$ cat src/logic/bwm_defs.vh
// constants for the byte-to-word mailbox bridge
// assumes one system clock and a synchronous active-low reset
// Operation
// - byte controller exchanges whole words with processor
// - two ready flags seen by both sides
// - processor deposit raises inbound-ready flag
// - controller deposit raises outbound-ready flag
// - uncollected outbound word raises communication fault
`ifndef BWM_DEFS_VH
`define BWM_DEFS_VH
// controller address map, the full 16-bit address selects the byte
`define BWM_ADDR_DATA_LO 16'h0000
`define BWM_ADDR_DATA_HI 16'h0001
`define BWM_ADDR_STATUS  16'h0002
// status byte bit positions
`define BWM_ST_INRDY  0
`define BWM_ST_OUTRDY 1
`define BWM_ST_FAULT  2
// default fault wait in microseconds, clock period in ns
`define BWM_FAULT_WAIT_US 1000
`define BWM_CLK_NS        20
`define BWM_FAULT_CYCLES  ((`BWM_FAULT_WAIT_US * 1000) / `BWM_CLK_NS)
`endif

$ cat src/logic/bwm_bridge.v
// byte-to-word mailbox bridge between an 8-bit controller bus and
// a 16-bit processor port
// assumes both sides share clk and nrst; strobes are single-cycle
`timescale 1ns/100ps
`include "bwm_defs.vh"
module bwm_bridge #(
  parameter FAULT_CYCLES = `BWM_FAULT_CYCLES,
  parameter TW           = 24
) (
  input  wire          clk,
  input  wire          nrst,
  // controller side
  input  wire [15:0]   mcuAddr,
  input  wire [7:0]    mcuWrData,
  input  wire          mcuSel,
  input  wire          mcuRdWr,
  output reg  [7:0]    mcuRdData,
  // processor side
  input  wire [15:0]   dspWrData,
  input  wire          dspWrStb,
  input  wire          dspRdStb,
  output reg  [15:0]   dspRdData,
  // status seen by both sides
  output wire          inReady,
  output wire          outReady,
  output wire          commFault,
  input  wire          faultClr,
  input  wire [TW-1:0] faultLimit
);
  reg [15:0] inWord_r;
  reg [15:0] outWord_r;
  reg [7:0]  outLo_r;
  reg        inRdy_r;
  reg        outRdy_r;
  reg        fault_r;
  wire       expired;

  // a zero limit falls back to the default wait
  wire [TW-1:0] dfltLimit = FAULT_CYCLES[TW-1:0];
  wire [TW-1:0] waitLimit = (faultLimit == {TW{1'b0}}) ? dfltLimit
                                                        : faultLimit;

  wire mcuRd   = mcuSel &  mcuRdWr;
  wire mcuWr   = mcuSel & ~mcuRdWr;
  wire selLo   = (mcuAddr == `BWM_ADDR_DATA_LO);
  wire selHi   = (mcuAddr == `BWM_ADDR_DATA_HI);
  wire selSt   = (mcuAddr == `BWM_ADDR_STATUS);
  wire hiRead  = mcuRd & selHi;
  wire hiWrite = mcuWr & selHi;

  // controller writes: low byte held, high byte completes the word
  always @(posedge clk) begin
    if (!nrst) begin
      outLo_r   <= 8'h00;
      outWord_r <= 16'h0000;
    end else begin
      if (mcuWr && selLo)
        outLo_r <= mcuWrData;
      if (hiWrite)
        outWord_r <= {mcuWrData, outLo_r};
    end
  end

  // processor deposit
  always @(posedge clk) begin
    if (!nrst)
      inWord_r <= 16'h0000;
    else if (dspWrStb)
      inWord_r <= dspWrData;
  end

  // flags: set wins over clear in the same cycle
  always @(posedge clk) begin
    if (!nrst) begin
      inRdy_r  <= 1'b0;
      outRdy_r <= 1'b0;
    end else begin
      if (dspWrStb)
        inRdy_r <= 1'b1;
      else if (hiRead)
        inRdy_r <= 1'b0;
      if (hiWrite)
        outRdy_r <= 1'b1;
      else if (dspRdStb)
        outRdy_r <= 1'b0;
    end
  end

  bwm_timer #(
    .WIDTH (TW)
  ) u_timer (
    .clk     (clk),
    .nrst    (nrst),
    .arm     (outRdy_r),
    .limit   (waitLimit),
    .expired (expired)
  );

  // fault is sticky until cleared; a new expiry wins over the clear
  always @(posedge clk) begin
    if (!nrst)
      fault_r <= 1'b0;
    else if (expired)
      fault_r <= 1'b1;
    else if (faultClr)
      fault_r <= 1'b0;
  end

  // controller read data
  always @(posedge clk) begin
    if (!nrst)
      mcuRdData <= 8'h00;
    else if (mcuRd) begin
      if (selLo)
        mcuRdData <= inWord_r[7:0];
      else if (selHi)
        mcuRdData <= inWord_r[15:8];
      else if (selSt) begin
        mcuRdData <= 8'h00;
        mcuRdData[`BWM_ST_INRDY]  <= inRdy_r;
        mcuRdData[`BWM_ST_OUTRDY] <= outRdy_r;
        mcuRdData[`BWM_ST_FAULT]  <= fault_r;
      end else
        mcuRdData <= 8'h00;
    end
  end

  // processor read data
  always @(posedge clk) begin
    if (!nrst)
      dspRdData <= 16'h0000;
    else if (dspRdStb)
      dspRdData <= outWord_r;
  end

  assign inReady   = inRdy_r;
  assign outReady  = outRdy_r;
  assign commFault = fault_r;
endmodule

$ cat src/logic/bwm_timer.v
// fault wait timer: counts while armed, flags once the limit is reached
// assumes arm and limit come from logic on the same clock
`timescale 1ns/100ps
module bwm_timer #(
  parameter WIDTH = 24
) (
  input  wire             clk,
  input  wire             nrst,
  input  wire             arm,
  input  wire [WIDTH-1:0] limit,
  output wire             expired
);
  reg [WIDTH-1:0] count_r;
  reg             expired_r;

  always @(posedge clk) begin
    if (!nrst || !arm) begin
      count_r   <= {WIDTH{1'b0}};
      expired_r <= 1'b0;
    end else if (count_r >= limit) begin
      expired_r <= 1'b1;
    end else begin
      count_r <= count_r + {{(WIDTH-1){1'b0}}, 1'b1};
    end
  end

  assign expired = expired_r;
endmodule

$ cat config.mk
export PLATFORM = sky130hd
export DESIGN_NAME = bwm_bridge
export DESIGN_NICKNAME = d
export VERILOG_FILES = /design/src/logic/bwm_bridge.v /design/src/logic/bwm_timer.v
export VERILOG_INCLUDE_DIRS = /design/src /design/src/logic
export SDC_FILE = /design/constraint.sdc
export NUM_CORES = 1
export LEC_CHECK = 0
export BUFFER_PORTS_ARGS = -buffer_cell sky130_fd_sc_hd__buf_2
export CORE_MARGIN = 1
export CORE_UTILIZATION = 24
export CTS_CLUSTER_DIAMETER = 120
export DETAILED_ROUTE_END_ITERATION = 6
export PLACE_DENSITY = 0.5
export SKIP_LAST_GASP = 1
export SLEW_MARGIN = 25
export SYNTH_ARGS = -nofsm -noshare
export SYNTH_HDL_FRONTEND = slang
export SYNTH_SLANG_ARGS = --single-unit
export TNS_END_PERCENT = 100
$ cat constraint.sdc
create_clock -name clk -period 3.7 [get_ports clk]
set_input_delay 0.74 -clock clk [delete_from_list [all_inputs] [get_ports clk]]
set_output_delay 0.74 -clock clk [all_outputs]
set_load 0.05 [all_outputs]
Word-level counts from Yosys, hierarchy flattened
Index checks and enable logic that the tools add are counted.
{ "totals": {"register_bits": 92, "inputBits": 71, "out_inout_bits": 27, "wordCells": 38} }
{ "classes": {"n_addsub": 1, "order_cmp": 1, "n_eq_ne": 2, "muxes": 10, "n_bitwise": 5, "reduce_logical": 9} }
{ "ops": {"columns": ["operator", "count"], "rows": [
  ["24-bit by 1-bit adder with 24-bit output, second input constant", 1],
  ["24-bit greater-or-equal comparator", 1],
  ["24-bit zero test", 1],
  ["24-bit two-way mux", 1],
  ["16-bit by 1-bit == test with 1-bit output, second input constant", 1],
  ["16-bit by 2-bit == test with 1-bit output, second input constant", 1],
  ["16-bit zero test", 1],
  ["8-bit two-way mux", 2],
  ["1-bit two-way mux", 6],
  ["2-bit nonzero test", 3],
  ["1-bit bitwise AND", 4],
  ["3-bit two-way mux", 1],
  ["1-bit zero test", 2],
  ["1-bit logical AND", 1],
  ["1-bit logical OR", 1],
  ["1-bit NOT", 1]
]} }

Logic depth before layout (Yosys ltp)
{ "depth": {"ltp_word": 4, "mapped_depth": 13, "ltp_nobuf": 12} }

By module
From an unflattened synthesis, not the netlist that was laid out.
{ "unflattened": {"cells_unflattened": 524, "area_unflattened_um2": 4692.0} }
{ "modules_own_cells": {"columns": ["module", "instances", "cells_per_inst", "area_per_inst_um2", "seq_area_each_um2"], "rows": [
  ["bwm_bridge", 1, 290, 2876.5, 1341.3],
  ["bwm_timer", 1, 234, 1815.5, 500.5]
]} }

Worst setup path before layout
Ideal clock, no wire load.
{ "synth_path": {"path_kind": "in2reg", "start": "input port faultLimit[18]", "end": "register u_timer.count_r[20]", "setup_ns": 0.115, "arrival_time_ns": 3.181, "path_slack_ns": 0.404, "stages": 13, "path_buffers": 1, "path_cell_list": "nor4_1 > nand4_1 > nor2_1 > nor2_1 > ha_1 > a21oi_1 > o21ai_0 > a21oi_1 > o211ai_1 > buf_2 > nor4b_4 > a21boi_1 > o21a_1"} }
{ "synth_between": {"elab_chain_len": 3} }
{ "synth_rtl": {"columns": ["element", "line", "source"], "rows": [
  ["from (decl)", "bwm_bridge.v:28", "input wire [TW-1:0] faultLimit"],
  ["24-bit zero test", "bwm_bridge.v:40", "wire [TW-1:0] waitLimit = (faultLimit == {TW{1'b0}}) ? dfltLimit"],
  ["24-bit two-way mux (*)", "bwm_bridge.v:40", null],
  ["24-bit greater-or-equal comparator (*)", "bwm_timer.v:20", "end else if (count_r >= limit) begin"],
  ["to (signal assigned)", "bwm_timer.v:18", "count_r <= {WIDTH{1'b0}};"],
  ["to (signal assigned)", "bwm_timer.v:23", "count_r <= count_r + {{(WIDTH-1){1'b0}}, 1'b1};"],
  ["to (decl)", "bwm_timer.v:13", "reg [WIDTH-1:0] count_r;"]
]} }
Mark *: on every way between the ends. The rest lies on a longest branch, timed or not.
A chain may end at the register's enable or synchronous reset.

Worst setup path in the final report
{ "layout_path": {"start": "input port faultLimit[18]", "end": "register u_timer.count_r[13]"} }
The elaborated chain is that of the path after synthesis.

==> results.md <==
* Final setup viols at 0
* Layout Nets at 667
* Routed via count at 3699
* Crit path max fanout at 8
* Share of layout cells above drive strength 1 at 23.26%
* Iteration-0 DRC Markers at 184
* Worst R2R Path Depth at 9
* Comb pwr share at 6.3%
* Fillers at 1910
* Post-cts resize count at 0
* RSZ-0062 raised after global routing: no
* Clock Latency Late Sink at 0.34 ns
* Outcome: complete, no violations
* Clk sink count at 92
* Place WS at 0.02907 ns
* DR WL/cell at 13.52 µm
* Multi-input gate area at 2522 µm²
* Total global routing overflow at 0
* Total wire length at 10900 µm
* DRT antenna net count at 0
* Post-synth ARST share at 0%
* Antenna violations before repair at 1
* Power Total at 2.072 mW
* Initial core utilization at 24.84%
* Relative slew slack at 52.35%
* HP Start: u_timer.expired
* Die ar. at 19400 µm²
* Main flop type after synthesis: dfxtp_1
* Fin crit period at 3.289 ns
* Switch Pwr at 0.4748 mW
* Fmax at 0.3040 GHz
* Cell internal pwr at 1.597 mW
* Final WS setup at 0.4109 ns
* Fin crit share at 88.90%
* Die X-Extent at 139.3 µm
* Worst vdd ir at 0.2079 mV
* Worst hold path class: register to register
* Synth cell types at 45
* Core area at 18210 µm²
* Die height at 139.3 µm
* Final Slew Violations at 0
* RR Startpoint: u_timer.count_r[0]
* CP Class: input pin to register
* Register-to-register setup slack at 1.05 ns
* Number of global-route vias before repair at 3737
* Leak at 2.283 nW
* CTS root buffer: clkbuf_16
* Hold endpoint: commFault
* Post-Syn Instances at 478
* I/O Buffers at 97
* CTS Buffer Depth at 2
* Area contributors post-synth: dfxtp_1, mux2i_1, nor2b_1
* Row Count at 49
* Share of the synthesized area in the top cell type at 40.72%
* Largest net degree at the start of global routing at 49
* Drt first pass iters at 4
* Final hold vios at 0
* Synth warnings at 0
* Area delta synth->final at 23.54%
* # H-tree levels at 3
* Fin Clk Skew at 0.007237 ns
* Top cell type by total area after synthesis: dfxtp_1
* Placer Congestion at 0.8027
* Worst hold stages at 1
* First-pass GRT wire length at 18280 µm
* TritonCTS clock tree: yes
* Commonest cells in the netlist: dfxtp_1, nor2b_1, mux2i_1, nor2_1, ha_1
* Global Route Usage Sum at 11.73%
* Clock power share at 45.1%
* Seq pwr share at 48.6%
* Top-count cell post-synth: dfxtp_1
* Setup_tns at 0 ns
* Post-CTS Hold Fix Bufs at 0
* Setup Fix Bufs, Post-CTS at 0
* CTS buffer count at 9
* Worst-path clk slew at 0.07 ns
* Yosys reg bits at 92
* Critical path endpoint category: register
* DP HPWL at 8161 µm
* Critical path data arrival time at 3.53 ns
* Worst-Margin Slew at 0.7130 ns
* Sequential share of the synthesized area at 40.72%
* Worst Path Required at 3.94 ns
* Sw frac at 22.91%
* Type of origin of the critical path: input pin
* Post-DR vias/cell at 4.589
* Seq. cell area at 1842 µm²
* Max cap viols at 0
* EDFF count, synth at 0
* Worst R2R End: u_timer.count_r[13]
* Mapped Area at 4523 µm²
* Syn_nets at 574
* DRC Markers at 0
* Boundary pin count at 98
* Avg Cell Area, Syn at 9.463 µm²
* Power per cell area at 370.8 nW/µm²
[per-layer routing]
metal / track usage (%) / wire length [µm]
met5: 0 / 0
met3: 2.994 / 600
met1: 14.57 / 5216
met4: 5.673 / 242
met2: 18.88 / 4838
[how the worst max path moves through the flow]
stage | endpoint | depth (start not counted) | from
3_3_place_gp | u_timer.count_r[19] | 14 | faultLimit[18]
6_report | u_timer.count_r[13] | 13 | faultLimit[18]
5_1_grt | u_timer.count_r[13] | 15 | faultLimit[0]
2_1_floorplan | u_timer.count_r[20] | 13 | faultLimit[18]
3_5_place_dp | u_timer.count_r[13] | 13 | faultLimit[18]
4_1_cts | u_timer.count_r[13] | 13 | faultLimit[18]
[kinds of logic (layout without fill, tap and decap cells)]
| logic type | Yosys count | in the layout | synth area share (%) |
|---|---|---|---|
| AOI/OAI and AO/OA | 56 | 56 | 8.714 |
| DFF | 92 | 92 | 40.72 |
| xor gates and xnor gates | 10 | 10 | 1.936 |
| adders and majority gates | 25 | 25 | 6.916 |
| buffers and inverters | 45 | 143 | 4.094 |
| and+or+nand+nor | 189 | 189 | 24.12 |
| muxes | 61 | 61 | 13.50 |
| other | 0 | 1 | 0 |
[per-stage QoR]
| stage | utilization (%) | hold slack [ns] | cell area, µm² | instances |
|---|---|---|---|---|
| 6_report | 30.69 | 0.4870 | 5588 | 806 |
| 5_1_grt | 30.67 | 0.5364 | 5585 | 805 |
| 3_5_place_dp | 28.98 | 0.4874 | 5276 | 789 |
| 3_3_place_gp | 28.98 | 0.4908 | 5276 | 789 |
| 4_1_cts | 30.64 | 0.5026 | 5579 | 805 |
| 2_1_floorplan | - | 0.4411 | 4523 | 478 |
[area by class of cell]
type | count | area share [%]
clock buffer | 10 | 4.098
sequential | 92 | 32.96
clock inverter | 6 | 1.321
antenna | 1 | 0.04478
tap | 229 | 5.128
multi-input combinational | 341 | 45.14
timing repair buffer | 106 | 9.897
inverter | 21 | 1.411
[registers in the layout, summed over array words and instances, names as in the netlist]
signal / count
outWord_r: 16
commFault: 1
u_timer.expired: 1
mcuRdData: 8
dspRdData: 16
u_timer.count_r: 24
outReady: 1
inWord_r: 16
inReady: 1
outLo_r: 8
[critical path, cell delays in order]
cell	delay [ns]
buf_2	0.10
nor4_1	0.39
nand4_1	0.14
nor2_1	0.17
buf_4	0.15
nor2_1	0.05
ha_1	0.30
a21oi_1	0.16
a21boi_0	0.11
o311a_4	0.36
nor4_4	0.47
a21boi_0	0.18
o21a_1	0.21
[cells in the final DEF, fill, tap and decap left out, types with 2 or more instances in the layout]
cell type and count:
a31o_2 2, nand3b_1 3, o21ai_0 3, a31oi_1 3
a41o_1 2, nor2b_1 69, inv_1 21, dfxtp_1 92
nor4_2 2, nor3_1 10, o211ai_1 2, a21boi_0 3
and3_1 7, a222oi_1 5, nor4_1 12, a21oi_1 22
xnor2_1 10, buf_4 9, and4_1 2, nand2b_1 2
nand2_1 19, o21a_1 6, clkinvlp_4 2, nand3_1 8
nand4_1 10, clkbuf_16 9, nor4b_1 2, a21bo_2 3
ha_1 25, clkinv_4 2, buf_2 97, nor2_1 32
and2_1 4, mux2i_1 61
[power by group through the flow]
stage	combinational, mW	clock, mW	sequential (mW)
after floorplan	0.0701	0	1.03
after detailed placement	0.133	0	1.03
final	0.131	0.934	1.01
after global routing	0.147	1.01	1.01
after CTS	0.133	0.971	1.01
after global placement	0.128	0	1.03
Note: power is estimated with default switching activity, not from simulation.
